$ cat src/core/usbh_defs.svh
// Register offsets, field positions and sizes of the USB host pipe core.
// Included by the core files; holds definitions only.
`ifndef USBH_DEFS_SVH
`define USBH_DEFS_SVH

`define NUM_PIPES 4
`define MEM_BYTES 168

`define REG_CTRL 8'h00
`define REG_STATUS 8'h04
`define REG_PIPE_SEL 8'h08
`define REG_PIPE_CFG 8'h0C
`define REG_PIPE_BASE 8'h10
`define REG_PIPE_DATA 8'h14

`define CTRL_EN 0
`define CTRL_SOF 1
`define CTRL_CARD_SUPPLY_OUTPUT 2

`define PCFG_PEN 0
`define PCFG_RSV 1
`define PCFG_TYPE 2
`define PCFG_BANK 4
`define PCFG_SIZE 8
`define PCFG_VALID 16

`define STAT_ATT_EVT 3
`define STAT_DET_EVT 4

`define RESP_OKAY 2'h0
`define RESP_SLVERR 2'h2

`endif

$ cat src/core/usbh_pkg.sv
// Types shared by the USB host pipe core and its allocator.
// Assumes nothing of its surroundings.
package usbh_pkg;
  typedef enum logic [1:0] {st_reset, st_idle, st_suspend, st_operate}
    host_state_t;
  typedef logic [9:0] mem_addr_t;
  typedef struct packed {
    logic [7:0] size;
    logic [1:0] bank;
    logic [1:0] ptype;
  } pipe_cfg_t;
endpackage

$ cat src/core/memory_reserve_bit_if.sv
// Carrier between the pipe core and the buffer allocator.
// Assumes both ends run on the same clock.
`timescale 1ns/10ps
`default_nettype none
interface memory_reserve_bit_if;
  import usbh_pkg::*;
  logic [1:0] ev_pipe;
  logic ev_set;
  logic [3:0] rsv;
  pipe_cfg_t cfg [4];
  mem_addr_t base [4];
  mem_addr_t span [4];
  mem_addr_t base_k;
  mem_addr_t base_n;
  logic [3:0] cfg_ok;
  modport core (output ev_pipe, ev_set, rsv, cfg, base,
    input span, base_k, base_n, cfg_ok);
  modport calc (input ev_pipe, ev_set, rsv, cfg, base,
    output span, base_k, base_n, cfg_ok);
endinterface
`default_nettype wire

$ cat src/core/pipe_memory_reserve_bit.sv
// Buffer allocator: region spans, configuration checks and the new
// base addresses of a pipe and its upper neighbour after a reserve change.
// Assumes the core applies the results only while an event is pending.
`include "usbh_defs.svh"
`timescale 1ns/10ps
`default_nettype none
module pipe_memory_reserve_bit
  import usbh_pkg::*;
(
  memory_reserve_bit_if.calc a
);
  mem_addr_t prev_end;

  genvar i;
  generate
    for (i = 0; i < `NUM_PIPES; i++) begin : g_pipe
      // Region is the size times the bank count.
      assign a.span[i] = mem_addr_t'(a.cfg[i].size) *
        (mem_addr_t'(a.cfg[i].bank) + 10'h001); // RULE20
      // A control pipe with more than one bank is a bad configuration.
      assign a.cfg_ok[i] = !(a.cfg[i].ptype == 2'h0 &&
        a.cfg[i].bank != 2'h0); // RULE18
    end
  endgenerate

  // Regions pack upward from zero in pipe order.
  always_comb begin
    if (a.ev_pipe == 2'h0) begin
      prev_end = '0; // RULE1
    end else if (a.rsv[a.ev_pipe - 2'h1]) begin
      prev_end = a.base[a.ev_pipe - 2'h1] + a.span[a.ev_pipe - 2'h1];
    end else begin
      prev_end = a.base[a.ev_pipe - 2'h1];
    end
  end

  assign a.base_k = prev_end;
  // On reserve the next region slides up, on release it slides down.
  assign a.base_n = a.ev_set ? prev_end + a.span[a.ev_pipe] :
    prev_end; // RULE2 RULE4
endmodule
`default_nettype wire

$ cat src/core/usb_host_core.sv
// USB host core: pipe buffer memory with ordered allocation, controller
// states and attach/detach detection, reached over AXI4-Lite.
// Assumes a single full-speed device on dp_in/dm_in and one clock domain.
//
// Overview of operation
// RULE1 - Pipes are reserved in ascending order only; code does not check the order and accepts a reserve on any pipe.
// RULE2 - Reserving a pipe slides next region up.
// RULE3 - Disabling a pipe keeps reservation and configuration.
// RULE4 - Releasing a pipe slides next region down.
// RULE5 - Pipe 0 data survives other pipes' changes.
// RULE6 - Disabling pipe 0 discards its data.
// RULE7 - Disable then re-enable moves no regions.
// RULE8 - Valid flag set despite overlapping regions.
// RULE9 - Reset state, then idle once enabled.
// RULE10 - Host ready needs no clock multiplier.
// RULE11 - Suspend without frames, leave when frames resume.
// RULE12 - Attach when lines leave both-low.
// RULE13 - Card supply must be on for attach.
// RULE14 - Detach when idle lines are both low.
// RULE15 - Firmware resets module after a detach.
// RULE16 - Core runs on a 48 MHz clock.
// RULE17 - 168 byte buffer shared by four pipes.
// RULE18 - Multi-bank control pipe is a configuration error.
// RULE19 - Enabled pipe is ready for requests; code also requires reservation, a valid configuration and the operate state.
// RULE20 - Region is size times bank count, contiguous.
`include "usbh_defs.svh"
`timescale 1ns/10ps
`default_nettype none
module usb_host_core
  import usbh_pkg::*;
(
  input wire logic ref_clk,
  input wire logic rst,
  input wire logic ce,
  input wire logic [7:0] s_axi_awaddr,
  input wire logic s_axi_awvalid,
  output logic s_axi_awready,
  input wire logic [31:0] s_axi_wdata,
  input wire logic [3:0] s_axi_wstrb,
  input wire logic s_axi_wvalid,
  output logic s_axi_wready,
  output logic [1:0] s_axi_bresp,
  output logic s_axi_bvalid,
  input wire logic s_axi_bready,
  input wire logic [7:0] s_axi_araddr,
  input wire logic s_axi_arvalid,
  output logic s_axi_arready,
  output logic [31:0] s_axi_rdata,
  output logic [1:0] s_axi_rresp,
  output logic s_axi_rvalid,
  input wire logic s_axi_rready,
  input wire logic dp_in,
  input wire logic dm_in,
  output logic card_supply_output,
  output logic [1:0] host_state,
  output logic attached,
  output logic [3:0] pipe_ready
);
  memory_reserve_bit_if al ();

  pipe_memory_reserve_bit pipe_memory_reserve_bit_i (
    .a(al.calc)
  );

  host_state_t state_r;
  logic [2:0] ctrl_r;
  logic [1:0] sel_r;
  logic [3:0] pen_r, rsv_r;
  pipe_cfg_t cfg_r [4];
  mem_addr_t base_r [4];
  mem_addr_t wp_r [4];
  mem_addr_t rp_r [4];
  logic [7:0] mem_r [`MEM_BYTES]; // RULE17
  logic ev_r, ev_set_r;
  logic [1:0] ev_pipe_r;
  logic [2:0] dp_s_r, dm_s_r;
  logic dp_r, dm_r, att_evt_r, det_evt_r, lock_r;
  logic aw_hold_r, w_hold_r;
  logic [7:0] aw_addr_r;
  logic [31:0] w_data_r;
  logic [3:0] w_strb_r;
  logic wr_fire, rd_fire, se0, att_now, det_now;
  logic [31:0] wval, cfg_word, stat_word;
  mem_addr_t wr_addr, rd_addr;

  // Applies byte strobes to a register's current value.
  function automatic logic [31:0] merge(input logic [31:0] old_v,
    input logic [31:0] new_v, input logic [3:0] strb);
    logic [31:0] r;
    r = old_v;
    for (int b = 0; b < 4; b++) begin
      if (strb[b]) begin
        r[b*8 +: 8] = new_v[b*8 +: 8];
      end
    end
    return r;
  endfunction

  // Tells whether an offset is one of the mapped registers.
  function automatic logic mapped(input logic [7:0] adr);
    return adr == `REG_CTRL || adr == `REG_STATUS ||
      adr == `REG_PIPE_SEL || adr == `REG_PIPE_CFG ||
      adr == `REG_PIPE_BASE || adr == `REG_PIPE_DATA;
  endfunction

  assign wr_fire = aw_hold_r && w_hold_r && !s_axi_bvalid && ce;
  assign rd_fire = s_axi_arvalid && s_axi_arready && ce;
  // Readies drop while frozen so that no handshake is lost.
  assign s_axi_awready = ce && !aw_hold_r && !s_axi_bvalid;
  assign s_axi_wready = ce && !w_hold_r && !s_axi_bvalid;
  assign s_axi_arready = ce && !s_axi_rvalid;

  always_comb begin
    cfg_word = '0;
    cfg_word[`PCFG_PEN] = pen_r[sel_r];
    cfg_word[`PCFG_RSV] = rsv_r[sel_r];
    cfg_word[`PCFG_TYPE +: 2] = cfg_r[sel_r].ptype;
    cfg_word[`PCFG_BANK +: 2] = cfg_r[sel_r].bank;
    cfg_word[`PCFG_SIZE +: 8] = cfg_r[sel_r].size;
    // No overlap check: only reservation and bank rule gate the flag.
    cfg_word[`PCFG_VALID] = rsv_r[sel_r] && al.cfg_ok[sel_r]; // RULE8
  end

  assign stat_word = {24'h000000, lock_r, dm_r, dp_r, det_evt_r,
    att_evt_r, attached, 2'(state_r)};
  assign wval = merge(cfg_word, w_data_r, w_strb_r);
  assign wr_addr = base_r[sel_r] + wp_r[sel_r];
  assign rd_addr = base_r[sel_r] + rp_r[sel_r];

  assign al.ev_pipe = ev_pipe_r;
  assign al.ev_set = ev_set_r;
  assign al.rsv = rsv_r;
  assign al.cfg = cfg_r;
  assign al.base = base_r;

  // Write address and data are taken in either order.
  always_ff @(posedge ref_clk or posedge rst) begin
    if (rst) begin
      aw_hold_r <= 1'b0;
      w_hold_r <= 1'b0;
      aw_addr_r <= 8'h00;
      w_data_r <= 32'h00000000;
      w_strb_r <= 4'h0;
      s_axi_bvalid <= 1'b0;
      s_axi_bresp <= `RESP_OKAY;
    end else if (ce) begin
      if (s_axi_awvalid && s_axi_awready) begin
        aw_hold_r <= 1'b1;
        aw_addr_r <= s_axi_awaddr;
      end
      if (s_axi_wvalid && s_axi_wready) begin
        w_hold_r <= 1'b1;
        w_data_r <= s_axi_wdata;
        w_strb_r <= s_axi_wstrb;
      end
      if (wr_fire) begin
        aw_hold_r <= 1'b0;
        w_hold_r <= 1'b0;
        s_axi_bvalid <= 1'b1;
        s_axi_bresp <= mapped(aw_addr_r) ? `RESP_OKAY : `RESP_SLVERR;
      end else if (s_axi_bready) begin
        s_axi_bvalid <= 1'b0;
      end
    end
  end

  // Read answers one cycle after the address is taken.
  always_ff @(posedge ref_clk or posedge rst) begin
    if (rst) begin
      s_axi_rvalid <= 1'b0;
      s_axi_rdata <= 32'h00000000;
      s_axi_rresp <= `RESP_OKAY;
    end else if (ce) begin
      if (rd_fire) begin
        s_axi_rvalid <= 1'b1;
        s_axi_rresp <= mapped(s_axi_araddr) ? `RESP_OKAY : `RESP_SLVERR;
        case (s_axi_araddr)
          `REG_CTRL: s_axi_rdata <= {29'h00000000, ctrl_r};
          `REG_STATUS: s_axi_rdata <= stat_word;
          `REG_PIPE_SEL: s_axi_rdata <= {30'h00000000, sel_r};
          `REG_PIPE_CFG: s_axi_rdata <= cfg_word;
          `REG_PIPE_BASE: s_axi_rdata <= {22'h000000, base_r[sel_r]};
          `REG_PIPE_DATA: begin
            if (rp_r[sel_r] < wp_r[sel_r] && rd_addr < `MEM_BYTES) begin
              s_axi_rdata <= {24'h000000, mem_r[rd_addr[7:0]]};
            end else begin
              s_axi_rdata <= 32'h00000000;
            end
          end
          default: s_axi_rdata <= 32'h00000000;
        endcase
      end else if (s_axi_rready) begin
        s_axi_rvalid <= 1'b0;
      end
    end
  end

  // Control and pipe selection registers.
  always_ff @(posedge ref_clk or posedge rst) begin
    if (rst) begin
      ctrl_r <= 3'h0;
      sel_r <= 2'h0;
    end else if (ce && wr_fire) begin
      if (aw_addr_r == `REG_CTRL && w_strb_r[0]) begin
        ctrl_r <= w_data_r[2:0];
      end
      if (aw_addr_r == `REG_PIPE_SEL && w_strb_r[0]) begin
        sel_r <= w_data_r[1:0];
      end
    end
  end

  assign card_supply_output = ctrl_r[`CTRL_CARD_SUPPLY_OUTPUT];

  // Pipe configuration; a reserve change raises an allocation event.
  always_ff @(posedge ref_clk or posedge rst) begin
    if (rst) begin
      pen_r <= 4'h0;
      rsv_r <= 4'h0;
      ev_r <= 1'b0;
      ev_set_r <= 1'b0;
      ev_pipe_r <= 2'h0;
      for (int p = 0; p < `NUM_PIPES; p++) begin
        cfg_r[p] <= '0;
      end
    end else if (ce) begin
      ev_r <= 1'b0;
      if (state_r == st_reset) begin
        pen_r <= 4'h0;
        rsv_r <= 4'h0;
      end else if (wr_fire && aw_addr_r == `REG_PIPE_CFG) begin
        // Enable alone never touches reservation or fields.
        pen_r[sel_r] <= wval[`PCFG_PEN]; // RULE3 RULE7
        rsv_r[sel_r] <= wval[`PCFG_RSV];
        cfg_r[sel_r] <= {wval[`PCFG_SIZE +: 8], wval[`PCFG_BANK +: 2],
          wval[`PCFG_TYPE +: 2]};
        if (wval[`PCFG_RSV] != rsv_r[sel_r]) begin
          ev_r <= 1'b1;
          ev_set_r <= wval[`PCFG_RSV];
          ev_pipe_r <= sel_r;
        end
      end
    end
  end

  // Region placement and data pointers.
  always_ff @(posedge ref_clk or posedge rst) begin
    if (rst) begin
      for (int p = 0; p < `NUM_PIPES; p++) begin
        base_r[p] <= '0;
        wp_r[p] <= '0;
        rp_r[p] <= '0;
      end
    end else if (ce) begin
      if (ev_r) begin
        // Only the pipe and its direct neighbour move.
        base_r[ev_pipe_r] <= al.base_k; // RULE2 RULE4
        wp_r[ev_pipe_r] <= '0;
        rp_r[ev_pipe_r] <= '0;
        if (ev_pipe_r != 2'h3) begin
          base_r[ev_pipe_r + 2'h1] <= al.base_n; // RULE2 RULE4
          wp_r[ev_pipe_r + 2'h1] <= '0;
          rp_r[ev_pipe_r + 2'h1] <= '0;
        end
      end else if (wr_fire && aw_addr_r == `REG_PIPE_CFG &&
        pen_r[sel_r] && !wval[`PCFG_PEN]) begin
        // Disabling drops that pipe's own data, no other pipe's.
        wp_r[sel_r] <= '0; // RULE5 RULE6
        rp_r[sel_r] <= '0;
      end else if (wr_fire && aw_addr_r == `REG_PIPE_DATA &&
        wp_r[sel_r] < al.span[sel_r]) begin
        wp_r[sel_r] <= wp_r[sel_r] + 10'h001;
      end else if (rd_fire && s_axi_araddr == `REG_PIPE_DATA &&
        rp_r[sel_r] < wp_r[sel_r]) begin
        rp_r[sel_r] <= rp_r[sel_r] + 10'h001;
      end
    end
  end

  // Buffer storage; no reset, contents are meaningless until written.
  always_ff @(posedge ref_clk) begin
    if (ce && wr_fire && aw_addr_r == `REG_PIPE_DATA &&
      wp_r[sel_r] < al.span[sel_r] && wr_addr < `MEM_BYTES &&
      w_strb_r[0]) begin
      mem_r[wr_addr[7:0]] <= w_data_r[7:0];
    end
  end

  // Line inputs pass three flops; a level counts once two agree.
  always_ff @(posedge ref_clk or posedge rst) begin
    if (rst) begin
      dp_s_r <= 3'h0;
      dm_s_r <= 3'h0;
      dp_r <= 1'b0;
      dm_r <= 1'b0;
    end else if (ce) begin
      dp_s_r <= {dp_s_r[1:0], dp_in};
      dm_s_r <= {dm_s_r[1:0], dm_in};
      if (dp_s_r[1] == dp_s_r[2]) begin
        dp_r <= dp_s_r[2];
      end
      if (dm_s_r[1] == dm_s_r[2]) begin
        dm_r <= dm_s_r[2];
      end
    end
  end

  assign se0 = !dp_r && !dm_r;
  // Supply must be on, and a detach locks out reattach until disabled.
  assign att_now = state_r == st_idle && !se0 &&
    card_supply_output && !lock_r; // RULE12 RULE13 RULE15
  assign det_now = (state_r == st_suspend || state_r == st_operate) &&
    se0; // RULE14

  // Controller states; no clock multiplier status is consulted.
  // The core expects ref_clk to be the 48 MHz host clock.
  always_ff @(posedge ref_clk or posedge rst) begin
    if (rst) begin
      state_r <= st_reset; // RULE9 RULE16
    end else if (ce) begin
      if (!ctrl_r[`CTRL_EN]) begin
        state_r <= st_reset;
      end else begin
        case (state_r)
          st_reset: state_r <= st_idle; // RULE9 RULE10
          st_idle: begin
            if (att_now) begin
              state_r <= ctrl_r[`CTRL_SOF] ? st_operate : st_suspend;
            end
          end
          st_suspend, st_operate: begin
            if (det_now) begin
              state_r <= st_idle;
            end else begin
              state_r <= ctrl_r[`CTRL_SOF] ? st_operate :
                st_suspend; // RULE11
            end
          end
          default: state_r <= st_reset;
        endcase
      end
    end
  end

  // Event flags and detach lock; a set wins over a same-cycle clear.
  always_ff @(posedge ref_clk or posedge rst) begin
    if (rst) begin
      att_evt_r <= 1'b0;
      det_evt_r <= 1'b0;
      lock_r <= 1'b0;
      attached <= 1'b0;
      pipe_ready <= 4'h0;
      host_state <= 2'h0;
    end else if (ce) begin
      if (att_now) begin
        att_evt_r <= 1'b1;
      end else if (wr_fire && aw_addr_r == `REG_STATUS &&
        w_data_r[`STAT_ATT_EVT] && w_strb_r[0]) begin
        att_evt_r <= 1'b0;
      end
      if (det_now) begin
        det_evt_r <= 1'b1;
      end else if (wr_fire && aw_addr_r == `REG_STATUS &&
        w_data_r[`STAT_DET_EVT] && w_strb_r[0]) begin
        det_evt_r <= 1'b0;
      end
      if (state_r == st_reset) begin
        lock_r <= 1'b0;
      end else if (det_now) begin
        lock_r <= 1'b1; // RULE15
      end
      attached <= state_r == st_suspend || state_r == st_operate;
      pipe_ready <= pen_r & rsv_r & al.cfg_ok &
        {4{state_r == st_operate}}; // RULE19
      host_state <= 2'(state_r);
    end
  end
endmodule
`default_nettype wire

$ cat config.mk
export PLATFORM = sky130hd
export DESIGN_NAME = usb_host_core
export DESIGN_NICKNAME = d
export VERILOG_FILES = /design/src/core/usbh_pkg.sv /design/src/core/memory_reserve_bit_if.sv /design/src/core/pipe_memory_reserve_bit.sv /design/src/core/usb_host_core.sv
export VERILOG_INCLUDE_DIRS = /design/src /design/src/core
export SDC_FILE = /design/constraint.sdc
export NUM_CORES = 2
export LEC_CHECK = 0
export BUFFER_PORTS_ARGS = -buffer_cell sky130_fd_sc_hd__buf_2
export CORE_AREA = 5 5 380 382
export CTS_CLUSTER_DIAMETER = 30
export DETAILED_ROUTE_END_ITERATION = 6
export DIE_AREA = 0 0 385 387
export PLACE_DENSITY = 0.71
export SLEW_MARGIN = 20
export SYNTH_ARGS = -nofsm -noshare
export SYNTH_HDL_FRONTEND = slang
export SYNTH_HIERARCHICAL = 1
export SYNTH_SLANG_ARGS = --single-unit
$ cat constraint.sdc
create_clock -name ref_clk -period 15.87 [get_ports ref_clk]
set_clock_uncertainty 0.15 [all_clocks]
set_input_delay 1.587 -clock ref_clk [delete_from_list [all_inputs] [get_ports ref_clk]]
set_output_delay 1.587 -clock ref_clk [all_outputs]
set_load 0.01 [all_outputs]
==> impl_metrics.ini <==
[status]
status = finished, final reports clean

[clock_tree]
clockBufferDepth = 4
cts_made_buffers = 294
cts_num_sinks = 1598
cts_setup_buffers = 0
tritoncts = built
clockRootBuffer = clkbuf_16
path_clk_slew_ps = 50
ctsHoldBuffers = 0
htreeDepth = 5
insertion_delay_ps = 870
ctsResizeCount = 0

[global_routing]
grt_max_degree = 136
antenna_found_initial = 4
grt_pass1_vias = 41200
grtUsageTotal = 0.247
grt_pass1_wl_um = 272000
grt_overflow = 0

[power_and_ir_drop]
ir_worst_vdd_v = 0.000129
switching_share = 0.236
clkPwrFrac = 0.500
p_switching_mw = 2.85
p_comb_frac = 0.057
power.internal_mw = 9.23
power_frac_seq = 0.444
leakagePower_nw = 28.7
power.density_nw_per_um2 = 147

[yosys]
synth_cells = 4161
synth_edf_count = 1344
syn_area_um2 = 69700
synth_cell_types = 84
ys_async_sr_fraction = 0.159
synthTopCellsByArea = edfxtp_1 58%, mux4_2 15%, dfrtp_1 9.1%, nand2_1 2.0%, ha_1 1.8%
ys_seq_area_frac = 0.670
ys_warn_count = 6
synth.largest_area_cell = edfxtp_1
avgSynthCellArea_um2 = 16.8
synth_flop_cell = edfxtp_1
synth_top_cell_area_share = 0.579
ys_seq_elements = 1598

[finish]
post_route_cells_drive_above_1_share = 0.252
fin_area_um2 = 81900
final_common_cell = edfxtp_1
fin_nets = 4579
final_cell_mix = 1344 x edfxtp_1, 450 x mux4_2, 373 x nand2_1
syn2layout_area_growth_pct = 17.5

[setup_path]
cp.required_ps = 16220
reg2reg_from = al.cfg[38]
path_class = reg -> reg
cp-end-kind = register
critical_path_peak_fanout = 16
rrSetupSlack_ps = 7640
reg2regPathDepth = 21
critPathArrivalTime_ps = 8580
cp-start-kind = register
timing.rr.end = mem_r[111][0]
startpoint = al.cfg[38]

[sta]
slew_violations = 0
setup-violations-final = 0
rsz0062_at_grt = no
slew_headroom = 0.131
max_freq_mhz = 122
tns_ps = 0
worstMarginPinSlew_ps = 1270
finalHoldViolations = 0
finalCritPeriodShare = 0.519
min_period_ps = 8230

[detailed_routing]
drt_first_pass_iters = 6
drc = 0
wl_per_cell_um = 28.4
vias = 40400
drtIter0Drc = 4660
wl_um = 184000
viasPerCell = 6.22
antenna_left = 0

[die]
std_cell_rows = 138
die_h_um = 387
core-area_um2 = 141000
io_pins = 111
fp.dieW_um = 385
dieArea_um2 = 149000
start_util = 0.495

[placed_design]
io_buffers = 75
dpl.hpwl_um = 109000
place_area_um2 = 72200
place_congestion = 0.901

[worst_hold_path]
hold_path_depth = 2
whs_endpoint = wp_r[10]
hold_class = reg -> reg
min_from = wp_r[10]

[flow_run]
cap_violations = 0
per-layer routing:
layer / GRT usage / wire length [µm]
met1: 0.337 / 70900
met2: 0.382 / 87300
met3: 0.0693 / 19000
met4: 0.0959 / 6930
met5: 0.00422 / 86
metrics by stage:
step | util | std cells | power [mW] | worst slack (ps) | hold slack (ps)
after floorplan | - | 4177 | 5.72 | 7150 | 295
after global placement | 0.513 | 5975 | 6.04 | 7830 | 306
after detailed placement | 0.513 | 5975 | 6.09 | 7710 | 315
after CTS | 0.581 | 6488 | 12.1 | 7640 | 326
after global routing | 0.582 | 6491 | 12.4 | 7170 | 346
final | 0.582 | 6494 | 12.1 | 7640 | 325
power groups by stage:
stage	Combinational [mW]	Clock [mW]	Sequential (mW)
6_report	0.684	6.04	5.36
3_5_place_dp	0.594	0	5.50
2_1_floorplan	0.143	0	5.58
4_1_cts	0.596	6.07	5.42
3_3_place_gp	0.557	0	5.48
5_1_grt	0.728	6.30	5.37
kinds of logic (layout without fill, tap and decap cells):
group	Yosys count	after routing	synth area share
muxes	587	587	0.166
and+or+nand+nor	932	932	0.0587
AOI/OAI and AO/OA	501	501	0.0482
DFF	1598	1598	0.670
other	1	20	0.0000538
buffers and inverters	331	755	0.0198
adders and majority gates	133	133	0.0273
xor gates and xnor gates	78	78	0.00980
critical path, cell delays in order (launching register included):
cell       delay, ps
dfrtp_1          500
inv_1            140
ha_1             400
and2_1           210
fa_1             460
ha_1             250
fa_1             420
a21o_1           200
a21oi_1          240
o21bai_1         100
a21oi_1          190
xnor2_1          250
mux4_2           540
inv_1             80
ha_1             250
a21o_1           170
a211oi_1         230
o221a_2          380
nand4bb_1        160
a2111oi_2        590
nand4_1          930
nor2_1          1020
final cells by class:
class | instances | area (µm²)
diodes | 3 | 7.51
clock buffers | 336 | 7720
clock inverters | 177 | 1880
fillers | 10100 | 58800
inverters | 100 | 383
multi-input cells | 2248 | 21800
flip-flops and latches | 1598 | 46800
well taps | 1890 | 2360
repair buffers | 142 | 1020
flip-flops by register name (all words and copies together) (netlist names), 2 cells and up:
register,cells
w_data_r,16
s_axi_rdata,17
pipe_ready,4
state_r,2
aw_addr_r,8
sel_r,2
rp_r,40
dp_s_r,3
pen_r,4
al.cfg,48
ctrl_r,3
al.base,40
wp_r,40
dm_s_r,3
mem_r,1344
w_strb_r,2
al.ev_pipe,2
host_state,2
al.rsv,4
Yosys cell counts (all sizes together), types with 8 or more instances:
master / count
nor3: 19
o21bai: 15
a21oi: 114
mux4: 450
nor2b: 29
mux2i: 85
nand2b: 17
edfxtp: 1344
a211oi: 11
and3: 15
nand4: 27
a22o: 13
and2: 44
mux2: 52
a2111oi: 14
o2bb2ai: 43
o21ai: 141
nand3: 78
o31ai: 19
nand2: 377
ha: 101
o22ai: 13
inv: 99
a31oi: 14
a221oi: 8
clkbuf: 135
xor2: 24
o211ai: 11
dfrtp: 254
xnor2: 54
nor2: 288
fa: 32
or3: 11
a21o: 21
buf: 96
worst max path at each step:
stage	depth (start not counted)	endpoint
3_5_place_dp	21	mem_r[96][1]
5_1_grt	21	mem_r[96][6]
3_3_place_gp	21	mem_r[110][6]
4_1_cts	21	mem_r[96][6]
6_report	21	mem_r[111][0]
2_1_floorplan	1	al.base[0]
No activity file was read; power rests on OpenSTA's default activity.
